[config.mk]
export PLATFORM = sky130hd
export DESIGN_NAME = adc_serial_frame_sequencer
export DESIGN_NICKNAME = d
export VERILOG_FILES = /design/src/adc_seq_pkg.sv /design/src/adc_serial_frame_sequencer.sv
export SDC_FILE = /design/constraint.sdc
export NUM_CORES = 1
export LEC_CHECK = 0
export BUFFER_PORTS_ARGS = -buffer_cell sky130_fd_sc_hd__buf_2
export CORE_ASPECT_RATIO = 1.25
export CORE_MARGIN = 2
export CORE_UTILIZATION = 54
export CTS_CLUSTER_SIZE = 28
export DETAILED_ROUTE_END_ITERATION = 6
export GPL_ROUTABILITY_DRIVEN = 0
export HOLD_SLACK_MARGIN = 0.08
export PLACE_DENSITY = 0.77
export SLEW_MARGIN = 25
export SYNTH_ARGS = -nofsm -noshare
export SYNTH_HDL_FRONTEND = slang
export SYNTH_SLANG_ARGS = --single-unit
[constraint.sdc]
create_clock -name clk_sys -period 3.1 [get_ports clk_sys]
set_input_delay 0.31 -clock clk_sys [delete_from_list [all_inputs] [get_ports clk_sys]]
set_output_delay 0.31 -clock clk_sys [all_outputs]
set_load 0.02 [all_outputs]
[src/adc_seq_pkg.sv]
// package: constants, control word layout and state types for the serial frame sequencer
package adc_seq_pkg;

  // ***************************************************************
  // frame timing, in serial clock falling edges
  // ***************************************************************
  localparam int FRAME_EDGES = 16;
  localparam int CTL_EDGES = 12;
  localparam int TRACK_EDGE = 14;
  localparam logic [4:0] CNT_RESET = 5'h00;

  // ***************************************************************
  // wake-up from automatic power-down, longest time rounds down
  // ***************************************************************
  localparam int CLK_PERIOD_NS = 40;
  localparam int WAKE_NS = 1000;
  localparam int WAKE_CYCLES = (WAKE_NS / CLK_PERIOD_NS) < 1 ? 1 : WAKE_NS / CLK_PERIOD_NS;

  // ***************************************************************
  // power selection codes {power_sel_hi, power_sel_lo}
  // ***************************************************************
  localparam logic [1:0] PWR_AUTO_DOWN = 2'h1;
  localparam logic [1:0] PWR_FULL_DOWN = 2'h2;
  localparam logic [1:0] PWR_NORMAL = 2'h3;

  // ***************************************************************
  // sequencer selection codes {seqEn, shadowEn}
  // ***************************************************************
  localparam logic [1:0] SEQ_OFF = 2'h0;
  localparam logic [1:0] SEQ_LOAD_SHADOW = 2'h1;
  localparam logic [1:0] SEQ_SHADOW = 2'h2;
  localparam logic [1:0] SEQ_CONSEC = 2'h3;

  // control word as captured on the first twelve falling edges, msb first
  typedef struct packed {
    logic writeEn;
    logic seqEn;
    logic spareHi;
    logic [2:0] chanAddr;
    logic powerSelHi;
    logic powerSelLo;
    logic shadowEn;
    logic spareLo;
    logic rangeSel;
    logic codingSel;
  } ctlWord_s;

  localparam ctlWord_s CTL_RESET = 12'h030;
  localparam logic [15:0] SHADOW_RESET = 16'h0000;

  // synchronised pin levels
  typedef struct packed {
    logic csN;
    logic sclk;
    logic din;
  } pins_s;

  typedef enum logic [1:0] {IDLE, FRAME, DONE} frame_e;

endpackage

[src/adc_serial_frame_sequencer.sv]
// top: serial frame sequencer of an eight-channel 12-bit sampling converter
// ***************************************************************
// What this block does
// - serial clock drives conversion and shifting
// - chip-select fall: hold, sample, drive output
// - full frame is sixteen clocks; later clocks are ignored
// - track at edge 14, shadow frame at rise
// - output released on sixteenth falling edge
// - early rise aborts, output off, no update
// - word: zero, three address bits, result
// - zero at select, address msb edge one
// - last bit out at 15, valid 16
// - control captured on twelve edges if write
// - shadow programming captures next sixteen edges
// - shadow commits at rise, tracks first channel
// - reset loads normal power mode, so the first frame after power-up drives the output
// - auto power-down per frame, wake 1 us
// - full power-down wake frame, output undriven
// ***************************************************************
`timescale 1ns/1ps

module adc_serial_frame_sequencer (
  // clock and reset
  input wire logic clk_sys,
  input wire logic rst,
  // serial pins from the controller, asynchronous to clk_sys
  input wire logic csN,
  input wire logic sclk,
  input wire logic din,
  // serial data output pin
  output logic dout,
  output logic doutOe,
  // analog front end
  input wire logic [11:0] sampleData,
  output logic holdMode,
  output logic [2:0] muxChan,
  output logic powerDown,
  output logic frontEndReady,
  // configuration seen by the converter core
  output adc_seq_pkg::ctlWord_s ctlReg,
  output logic [15:0] shadowReg
);
  import adc_seq_pkg::*;

  // ***************************************************************
  // helpers
  // ***************************************************************
  // next set bit above cur, wrapping to the lowest; an empty mask keeps cur
  function automatic logic [2:0] nextChan(input logic [7:0] mask, input logic [2:0] cur);
    logic [2:0] res;
    logic found;
    logic [2:0] idx;
    res = cur;
    found = 1'b0;
    for (int i = 1; i <= 8; i++) begin
      idx = 3'(int'(cur) + i);
      if (!found && mask[idx]) begin
        res = idx;
        found = 1'b1;
      end
    end
    return res;
  endfunction

  // channels 0 up to and including top
  function automatic logic [7:0] upTo(input logic [2:0] top);
    logic [7:0] m;
    m = 8'h00;
    for (int i = 0; i < 8; i++) begin
      if (3'(i) <= top) begin
        m[i] = 1'b1;
      end
    end
    return m;
  endfunction

  // ***************************************************************
  // pin synchronisers
  // ***************************************************************
  pins_s meta_q, sync_q, prev_q;
  always_ff @(posedge clk_sys or posedge rst) begin
    if (rst) begin
      meta_q <= 3'h6;
      sync_q <= 3'h6;
      prev_q <= 3'h6;
    end else begin
      meta_q <= {csN, sclk, din};
      sync_q <= meta_q;
      prev_q <= sync_q;
    end
  end

  logic csFall, csRise, sclkFall;
  assign csFall = prev_q.csN && !sync_q.csN;
  assign csRise = !prev_q.csN && sync_q.csN;
  // the serial clock is both conversion and shift clock
  assign sclkFall = prev_q.sclk && !sync_q.sclk && !sync_q.csN;

  // ***************************************************************
  // frame state
  // ***************************************************************
  frame_e state_q, state_d;
  logic [4:0] edgeCnt_q, edgeCnt_d;
  logic [15:0] outSh_q, outSh_d;
  logic [11:0] ctlSh_q, ctlSh_d;
  logic [15:0] shSh_q, shSh_d;
  logic oe_q, oe_d;
  logic hold_q, hold_d;
  logic shadowFrame_q, shadowFrame_d;
  logic shadowNext_q, shadowNext_d;
  logic [2:0] curChan_q, curChan_d;
  ctlWord_s ctl_q, ctl_d;
  logic [15:0] shadow_q, shadow_d;
  logic pdn_q, pdn_d;
  logic [5:0] wake_q, wake_d;
  logic [7:0] seqMask;
  ctlWord_s newCtl;

  always_comb begin
    // two sequence options are merged; a single sequence has a zero low byte
    seqMask = shadow_q[15:8] | shadow_q[7:0];
    if ({ctl_q.seqEn, ctl_q.shadowEn} == SEQ_CONSEC) begin
      seqMask = upTo(ctl_q.chanAddr);
    end
    newCtl = ctlSh_q;
    state_d = state_q;
    edgeCnt_d = edgeCnt_q;
    outSh_d = outSh_q;
    ctlSh_d = ctlSh_q;
    shSh_d = shSh_q;
    oe_d = oe_q;
    hold_d = hold_q;
    shadowFrame_d = shadowFrame_q;
    shadowNext_d = shadowNext_q;
    curChan_d = curChan_q;
    ctl_d = ctl_q;
    shadow_d = shadow_q;
    pdn_d = pdn_q;
    wake_d = (wake_q != 6'h00) ? wake_q - 6'h01 : wake_q;

    if (csFall) begin
      state_d = FRAME;
      edgeCnt_d = CNT_RESET;
      hold_d = 1'b1;
      // a wake-up write from full power-down leaves the line undriven
      oe_d = ({ctl_q.powerSelHi, ctl_q.powerSelLo} != PWR_FULL_DOWN);
      outSh_d = {1'b0, curChan_q, sampleData};
      ctlSh_d = 12'h000;
      shSh_d = 16'h0000;
      shadowFrame_d = shadowNext_q;
      shadowNext_d = 1'b0;
      // every select fall moves the mux on while a sequence runs
      if (ctl_q.seqEn) begin
        curChan_d = nextChan(seqMask, curChan_q);
      end
      if (pdn_q) begin
        pdn_d = 1'b0;
        wake_d = 6'(WAKE_CYCLES);
      end
    end else if (csRise) begin
      state_d = IDLE;
      oe_d = 1'b0;
      hold_d = 1'b0;
      if (edgeCnt_q == 5'(FRAME_EDGES)) begin
        if (shadowFrame_q) begin
          shadow_d = shSh_q;
          curChan_d = nextChan(shSh_q[15:8] | shSh_q[7:0], 3'h7);
        end else if (ctlSh_q[CTL_EDGES-1]) begin
          ctl_d = newCtl;
          case ({newCtl.seqEn, newCtl.shadowEn})
            SEQ_LOAD_SHADOW: shadowNext_d = 1'b1;
            SEQ_SHADOW: curChan_d = nextChan(seqMask, 3'h7);
            SEQ_CONSEC: curChan_d = 3'h0;
            default: curChan_d = newCtl.chanAddr;
          endcase
        end
      end
    end else if (state_q != IDLE && sclkFall) begin
      if (edgeCnt_q < 5'(FRAME_EDGES)) begin
        edgeCnt_d = edgeCnt_q + 5'h01;
        outSh_d = {outSh_q[14:0], 1'b0};
        if (!shadowFrame_q && edgeCnt_q < 5'(CTL_EDGES)) begin
          ctlSh_d = {ctlSh_q[10:0], sync_q.din};
        end
        if (shadowFrame_q) begin
          shSh_d = {shSh_q[14:0], sync_q.din};
        end
        if (edgeCnt_d == 5'(TRACK_EDGE) && !shadowFrame_q) begin
          hold_d = 1'b0;
        end
        if (edgeCnt_d == 5'(FRAME_EDGES)) begin
          oe_d = 1'b0;
          state_d = DONE;
          // auto power-down after each completed conversion
          if ({ctl_q.powerSelHi, ctl_q.powerSelLo} == PWR_AUTO_DOWN) begin
            pdn_d = 1'b1;
          end
        end
      end
    end

    // full power-down is held until the control word changes it
    if ({ctl_q.powerSelHi, ctl_q.powerSelLo} == PWR_FULL_DOWN && state_q == IDLE) begin
      pdn_d = 1'b1;
    end else if ({ctl_q.powerSelHi, ctl_q.powerSelLo} == PWR_NORMAL) begin
      pdn_d = 1'b0;
    end
  end

  always_ff @(posedge clk_sys or posedge rst) begin
    if (rst) begin
      state_q <= IDLE;
      edgeCnt_q <= CNT_RESET;
      outSh_q <= 16'h0000;
      ctlSh_q <= 12'h000;
      shSh_q <= 16'h0000;
      oe_q <= 1'b0;
      hold_q <= 1'b0;
      shadowFrame_q <= 1'b0;
      shadowNext_q <= 1'b0;
      curChan_q <= 3'h0;
      ctl_q <= CTL_RESET;
      shadow_q <= SHADOW_RESET;
      pdn_q <= 1'b0;
      wake_q <= 6'h00;
    end else begin
      state_q <= state_d;
      edgeCnt_q <= edgeCnt_d;
      outSh_q <= outSh_d;
      ctlSh_q <= ctlSh_d;
      shSh_q <= shSh_d;
      oe_q <= oe_d;
      hold_q <= hold_d;
      shadowFrame_q <= shadowFrame_d;
      shadowNext_q <= shadowNext_d;
      curChan_q <= curChan_d;
      ctl_q <= ctl_d;
      shadow_q <= shadow_d;
      pdn_q <= pdn_d;
      wake_q <= wake_d;
    end
  end

  // ***************************************************************
  // outputs
  // ***************************************************************
  assign dout = outSh_q[15];
  assign doutOe = oe_q && !sync_q.csN;
  assign holdMode = hold_q;
  assign muxChan = curChan_q;
  assign powerDown = pdn_q;
  // results taken before the wake time has run out are not trustworthy
  assign frontEndReady = !pdn_q && (wake_q == 6'h00);
  assign ctlReg = ctl_q;
  assign shadowReg = shadow_q;

endmodule

# After elaboration in Yosys (flattened, before gate mapping)
# Cells that the tools add are included.
# classes
n_addsub,10
n_lt_le_gt_ge,18
n_eq_ne,17
n_mux,211
n_bitwise,4
reduce_logical,88
# op_table
operator,n
two-way mux 1 bit,145
two-way mux 16 bit,9
two-way mux 3 bit,30
two-way mux 12 bit,5
< comparator 3 x 4 -> 1 bit (second input constant),8
logical AND 1 bit,31
zero test 1 bit,26
binary-select mux 1 bit (select 3 bit),8
two-way mux 5 bit,4
two-way mux 6 bit,3
nonzero test 2 bit,9
OR 8 bit,2
nonzero test 4 bit,4
AND reduction 5 bit,3
nonzero test 3 bit,5
adder 3 bit (second input constant),4
<= comparator 3 bit (first input constant),4
AND reduction 4 bit,3
== test 2 bit (second input constant),5
== test 5 bit (second input constant),2
two-way mux 2 bit,5
inequality test 9 x 1 -> 1 bit (second input constant),1
case mux 3 bit (3 select lines),1
AND reduction 3 bit,3
20 further kinds,28
# word_totals
ff_bits,101
in_bits,17
out_inout_bits,36

# Longest topological paths before layout
# Gate-level depths: netlist of run 1.
# logic_depth
word_depth,73
mapped_depth,11
depth_no_buf,9

# Worst setup path before layout of run 1
# OpenSTA, ideal clock, no wires.
# synth_timing
kind,register to register
from,reg curChan_q[1] (netlist: muxChan[1])
to,reg curChan_q[0] (netlist: muxChan[0])
arrival_ns,3.015
required_ns,2.972
path_slack_ns,-0.042
stages_incl_launch_ff,11
synth_period_minus_slack_ns,3.142
cell_sequence,dfrtp_1 clkbuf_1 inv_1 ha_1 clkbuf_1 inv_1 mux4_2 nand3_1 o41a_1 o32ai_1 mux2_1
# synth_via
elab_chain_cells,41
# synth_lines
element,line_no,text
from (decl),adc_serial_frame_sequencer.sv:111,"logic [2:0] curChan_q, curChan_d;"
from (signal assigned),adc_serial_frame_sequencer.sv:236,curChan_q <= curChan_d;
"parallel branches: the longest is 41 deep, another holds adder 3 x 1 -> 3 bit",n/a,
# Parallel ways; which one is timed is not known. The select of a mux whose other input is x is not followed.
# A chain may end at the register's enable or synchronous reset.

# Final worst setup path of run 1
# layout_timing
from,reg ctl_q (netlist bit ctlReg[3])
to,reg curChan_q[2] (netlist: muxChan[2])
# layout_via
elab_chain_cells,72
# layout_lines
element,line_no,text
from (decl),adc_serial_frame_sequencer.sv:112,"ctlWord_s ctl_q, ctl_d;"
from (signal assigned),adc_serial_frame_sequencer.sv:237,ctl_q <= ctl_d;
== test 2 bit (*),adc_serial_frame_sequencer.sv:122,"if ({ctl_q.seqEn, ctl_q.shadowEn} == SEQ_CONSEC) begin"
two-way mux 8 bit (*),adc_serial_frame_sequencer.sv:122,
two-way mux 1 bit,adc_serial_frame_sequencer.sv:57,if (!found && mask[idx]) begin
two-way mux 1 bit,adc_serial_frame_sequencer.sv:170,"case ({newCtl.seqEn, newCtl.shadowEn})"
two-way mux 1 bit,adc_serial_frame_sequencer.sv:168,end else if (ctlSh_q[CTL_EDGES-1]) begin
two-way mux 1 bit,adc_serial_frame_sequencer.sv:165,if (shadowFrame_q) begin
two-way mux 1 bit,adc_serial_frame_sequencer.sv:164,if (edgeCnt_q == 5'(FRAME_EDGES)) begin
two-way mux 1 bit,adc_serial_frame_sequencer.sv:160,end else if (csRise) begin
[56 not listed],n/a,
logical AND 1 bit,adc_serial_frame_sequencer.sv:57,
two-way mux 3 bit,adc_serial_frame_sequencer.sv:57,
case mux 3 bit (3 select lines),adc_serial_frame_sequencer.sv:170,
two-way mux 3 bit,adc_serial_frame_sequencer.sv:168,
two-way mux 3 bit,adc_serial_frame_sequencer.sv:165,
two-way mux 3 bit,adc_serial_frame_sequencer.sv:164,
two-way mux 3 bit,adc_serial_frame_sequencer.sv:160,
two-way mux 3 bit,adc_serial_frame_sequencer.sv:141,if (csFall) begin
# Every way passes the cells marked *; elsewhere a longest branch is shown, timed or not. The select of a mux whose other input is x is not followed.

==> results.toml, run 1 <==
[worst_setup_path]
r2r_setup_slack_ns = 0.10
crit_path_end_kind = "flip-flop"
cp_max_fo = 12
path_class = "reg -> reg"
worstSetupStartpointType = "flip-flop"
required_ns = 3.31
worstPathArrival_ns = 3.20

[logic_synthesis]
synth_top_cells_by_count = "dfrtp_1, nand2_1, o21ai_0"
synth_cell_types = 72
netlist_area_sq_um = 5540
syn_nets = 584
avgSynthCellArea_sq_um = 9.94
synthFlopType = "dfrtp_1"
yosys.area.top_type = "dfrtp_1"
async_flop_share_pct = 100
ys_seq_elements = 101
synth_top_area_share_pct = 42.0
netlist_instances = 557
yosys_warnings = 0
synth.most_common_cell = "dfrtp_1"
synthTopCellsByArea = "dfrtp_1, mux2_2, o21ai_0"
ys_seq_area_share_pct = 45.8
synth_edf_count = 0

[global_route]
grt-ovfl-total = 0
grt_pass1_wl_microns = 23000
grt_usage_pct = 26.8
grt_max_degree = 60
antenna_found_initial = 0
grt_pass1_vias = 4590

[sta]
fin_skew_ns = 0.00861
slew-limit-headroom_pct = 50.5
fin_crit_ns = 3.00
fin_crit_sh_pct = 96.6
worst_pin_slew_ns = 0.742
fmax_ghz = 0.334
slew_violations = 0
hold_viol = 0
hold_slack_ns = 0.0972
setup_violations = 0

[floorplan]
die_area_sq_um = 11100
rows = 41
floorplan.initialDensity_pct = 55.1
die_h_microns = 117
ios = 53
core_sq_um = 10100
die_x_microns = 94.6

[clock_tree]
cts_root_buf = "clkbuf_16"
clockBufferDepth = 2
clkLatencyLatePin_ns = 0.35
cts_tree = "done"
clock-sinks = 101
path_clk_slew_ns = 0.07
cts_buffers = 9
cts_htree_levels = 3

[power]
internal_power_uw = 2200
sw_frac_of_total_pct = 24.1
power_frac_clock_pct = 41.2
pwr_density_cell_nw_per_um2 = 448
p_sw_uw = 699
power_uw = 2900
vdd_ir_drop_max_uv = 355
comb_power_share_pct = 8.3
leakage_uw = 0.00309
pwr-share-seq_pct = 50.4

[route]
remaining_drc_errors = 2
wl_per_cell_microns = 18.4
via_count = 4787
drt_iter0_markers = 368
wl_met3_microns = 909
met1Wirelength_microns = 5700
vias_per_cell = 6.30
dr.max_layer_used = "met4"
drtPass1Iterations = 7
wirelength_microns = 14000
detailroute.wirelength.met2_microns = 6750
drtAntennaViolNets = 0

[outcome]
outcome = "finished with violations"
violations = "design-rule violations"

[cells_and_area]
nFillCells = 844
antenna_cells = 0
layout.nets = 653
drive_above_1_share_pct = 26.8
multiInputGateArea_sq_um = 2840
syn2layout_area_growth_pct = 17.0
finalInstanceArea_sq_um = 6480
ff_latch_area_sq_um = 2540

[placement]
io_buffers = 52
hpwlAfterDp_microns = 9820
placed_area_sq_um = 6060

[flow_run]
maxCapViolations = 0

[hold_path]
hold_class = "in -> async"
[flip-flops by register name (all words and copies together), names as in the netlist, 2 cells and up]
signal     cells
ctlSh_q       12
shadowReg     16
wake_q         6
state_q        2
edgeCnt_q      5
outSh_q       16
muxChan        3
sync_q         3
meta_q         3
prev_q         2
shSh_q        16
ctlReg        12
[worst max-delay path, cell delays in order (launching register included)]
cell and delay [ns]:
dfrtp_2 0.50, and2_2 0.28, o21a_1 0.22, buf_4 0.14, a22o_1 0.28, mux4_2 0.54
buf_4 0.17, inv_1 0.10, a31oi_1 0.08, o32ai_1 0.40, a31oi_1 0.16
[worst paths after layout]
check | to | start | cells past startpoint
worst max register to register | muxChan[2] | ctlReg[3] | 10
worst min-delay path | state_q[1] | rst | 2
max in group asynchronous | ctlReg[4] | rst | 3
worst max-delay path | muxChan[2] | ctlReg[3] | 10
min in group clk_sys | outSh_q[0] | sampleData[0] | 2
worst min register to register | sync_q[0] | meta_q[0] | 0
[layout by cell type (no fill, tap or decap), types with 19 or more instances in the layout]
master and n:
mux2_2 27, buf_4 34, buf_2 52, dfrtp_1 89
mux2i_1 19, nor2_1 29, o21ai_0 53, nor2b_1 20
nand2_1 65, a31oi_1 25
[per-stage QoR]
step	setup slack [ns]	setup TNS (ns)	util, %	std cells
5_1_grt	-0.0824	-0.0881	64.4	760
4_1_cts	0.0210	0	63.7	755
6_report	0.104	0	64.4	760
3_5_place_dp	0.0460	0	60.3	736
2_1_floorplan	0.00353	0	-	557
3_3_place_gp	0.129	0	60.3	736
[kinds of logic (layout without fill, tap and decap cells)]
kind of cell / count (synthesis) / count (layout) / synth area share, %
adders and majority gates: 10 / 10 / 2.26
and+or+nand+nor: 168 / 168 / 14.5
DFF: 101 / 101 / 45.8
AOI/OAI and AO/OA: 166 / 166 / 20.5
muxes: 54 / 54 / 12.0
xor gates and xnor gates: 9 / 9 / 1.42
buffers and inverters: 49 / 123 / 3.55
[routing by layer]
metal,up-vias,track usage [%]
met5,-,0
met4,0,16.0
met3,63,5.12
met2,228,41.4
met1,2299,35.3
li1,2197,-
[power groups by stage]
stage	clock network, uW	logic [uW]	registers (uW)
after floorplan	0	189	1460
after global placement	0	232	1480
after detailed placement	0	243	1490
after CTS	1210	247	1460
after global routing	1270	284	1470
final	1200	242	1460
[timing repair]
| item | in CTS | in global routing |
|---|---|---|
| setup buffers | 0 | 5 |
| hold buffers | 3 | 0 |
| hold endpoints to repair | 3 | 0 |
| resized for setup | 0 | 15 |
| setup endpoints to repair | 0 | 3 |
[layout make-up]
| cell class | instances | area share (%) |
|---|---|---|
| clock inverter | 6 | 1.35 |
| tap | 129 | 2.49 |
| timing repair buffer | 89 | 8.42 |
| clock buffer | 10 | 3.53 |
| sequential | 101 | 39.3 |
| multi-input combinational | 407 | 43.9 |
| inverter | 18 | 1.08 |
Note: power is estimated with default switching activity, not from simulation.
==> run 2: changes to the inputs <==
- CORE_MARGIN: 2 -> 3
==> results.toml, run 2 (synthesis gave the netlist of run 1 again) <==
[sta]
worst_pin_slew_ns = 0.741
hold_viol = 0
rsz0062_at_grt = "false"
hold_slack_ns = 0.101
fin_skew_ns = 0.00829
slew-limit-headroom_pct = 50.6
setup_slack_ns = 0.0629
fin_tns_setup_ns = 0
setup_violations = 0
slew_violations = 0
fmax_ghz = 0.329
fin_crit_ns = 3.04
fin_crit_sh_pct = 98.0

[cells_and_area]
syn2layout_area_growth_pct = 16.8
instances_no_fill = 757
final_common_cell = "dfrtp_1"
drive_above_1_share_pct = 26.3
antenna_cells = 0
layout.nets = 653
layout_common_cells = "dfrtp_1, nand2_1, o21ai_0"

[power]
vdd_ir_drop_max_uv = 429
pwr_density_cell_nw_per_um2 = 431
leakage_uw = 0.00310

[placement]
placed_cells = 734
hpwlAfterDp_microns = 9780
io_buffers = 52
place_ws_ns = 0.0199

[clock_tree]
clockBufferDepth = 2
clkLatencyLatePin_ns = 0.35
path_clk_slew_ns = 0.08
cts_tree = "done"
cts_root_buf = "clkbuf_16"
clock-sinks = 101
cts_htree_levels = 3
cts_buffers = 9

[flow_run]
maxCapViolations = 0

[route]
wirelength_microns = 13800
via_count = 4801
vias_per_cell = 6.34
remaining_drc_errors = 0
wl_per_cell_microns = 18.2
drtAntennaViolNets = 0
drtPass1Iterations = 5
drt_iter0_markers = 360

[global_route]
antenna_found_initial = 0
grt_max_degree = 87
grt-ovfl-total = 0
grt_pass1_wl_microns = 22800
grt_pass1_vias = 4633
grt_usage_pct = 25.3

[hold_path]
hold_class = "in -> async"

[floorplan]
die_x_microns = 96.6
core_sq_um = 9810
die_area_sq_um = 11500
die_h_microns = 119
rows = 40
floorplan.initialDensity_pct = 56.4
ios = 53

[worst_setup_path]
crit_path_end_kind = "flip-flop"
worstPathArrival_ns = 3.29
worstSetupStartpointType = "flip-flop"
cp_max_fo = 9
required_ns = 3.36
r2r_setup_slack_ns = 0.06
path_class = "reg -> reg"

[outcome]
outcome = "finished clean"
run 2: cell types whose count changed in the layout (fill, tap and decap cells not counted), sizes merged:
cell | before | now
buf | 86 | 85
inv | 18 | 21
bufinv | 2 | 0
run 2: path summary, 6_finish.rpt:
kind,from,end,cells after the start
worst max register to register,ctlReg[8],muxChan[2],8
max in group asynchronous,rst,shadowReg[4],3
min in group clk_sys,sampleData[0],outSh_q[0],2
worst min-delay path,rst,sync_q[0],2
worst max-delay path,ctlReg[8],muxChan[2],8
worst min register to register,meta_q[0],sync_q[0],0
run 2: timing repair:
item,in CTS,in global routing
hold buffers,3,0
resized for setup,0,12
buffers inserted,0,4
setup endpoints to repair,0,3
endpoints found under the hold margin,3,0
run 2: worst max-delay path, stage by stage, from the launching register on:
cell and delay, ns:
dfrtp_1 0.58, nand3_1 0.22, mux4_2 0.56, o22ai_1 0.21, a2bb2oi_2 0.28, nor2_1 0.09
a2111oi_0 0.54, o32ai_1 0.24, a31oi_1 0.24
run 2: layout make-up:
type	instances	area, sq um
Tap cell	126	158
Sequential cell	101	2540
Fill cell	789	3340
Inverter	18	72.6
Multi-Input combinational cell	407	2850
Clock inverter	7	66.3
Timing Repair Buffer	89	556
Clock buffer	9	225
run 2: per-layer routing:
metal,share of wire [%],wire length (microns),global-route usage [%],vias up
met1,40,5550,33.6,2324
met5,0,0,0,-
met3,7.2,999,4.80,53
li1,-,-,-,2198
met2,48,6600,38.9,226
met4,4.6,637,13.2,0
run 2: power breakdown:
part           internal (uW)  switching, uW
clock                    566            521
combinational           93.0            147
sequential              1400           61.7
total                   2060            730
run 2: per-stage QoR:
stage                     area [sq um]  util [%]  total power [uW]
final                             6460      65.9              2790
after global routing              6460      65.9              2920
after CTS                         6400      65.2              2810
after detailed placement          6070      61.9              1730
after global placement            6070      61.9              1720
after floorplan                   5540         -              1650
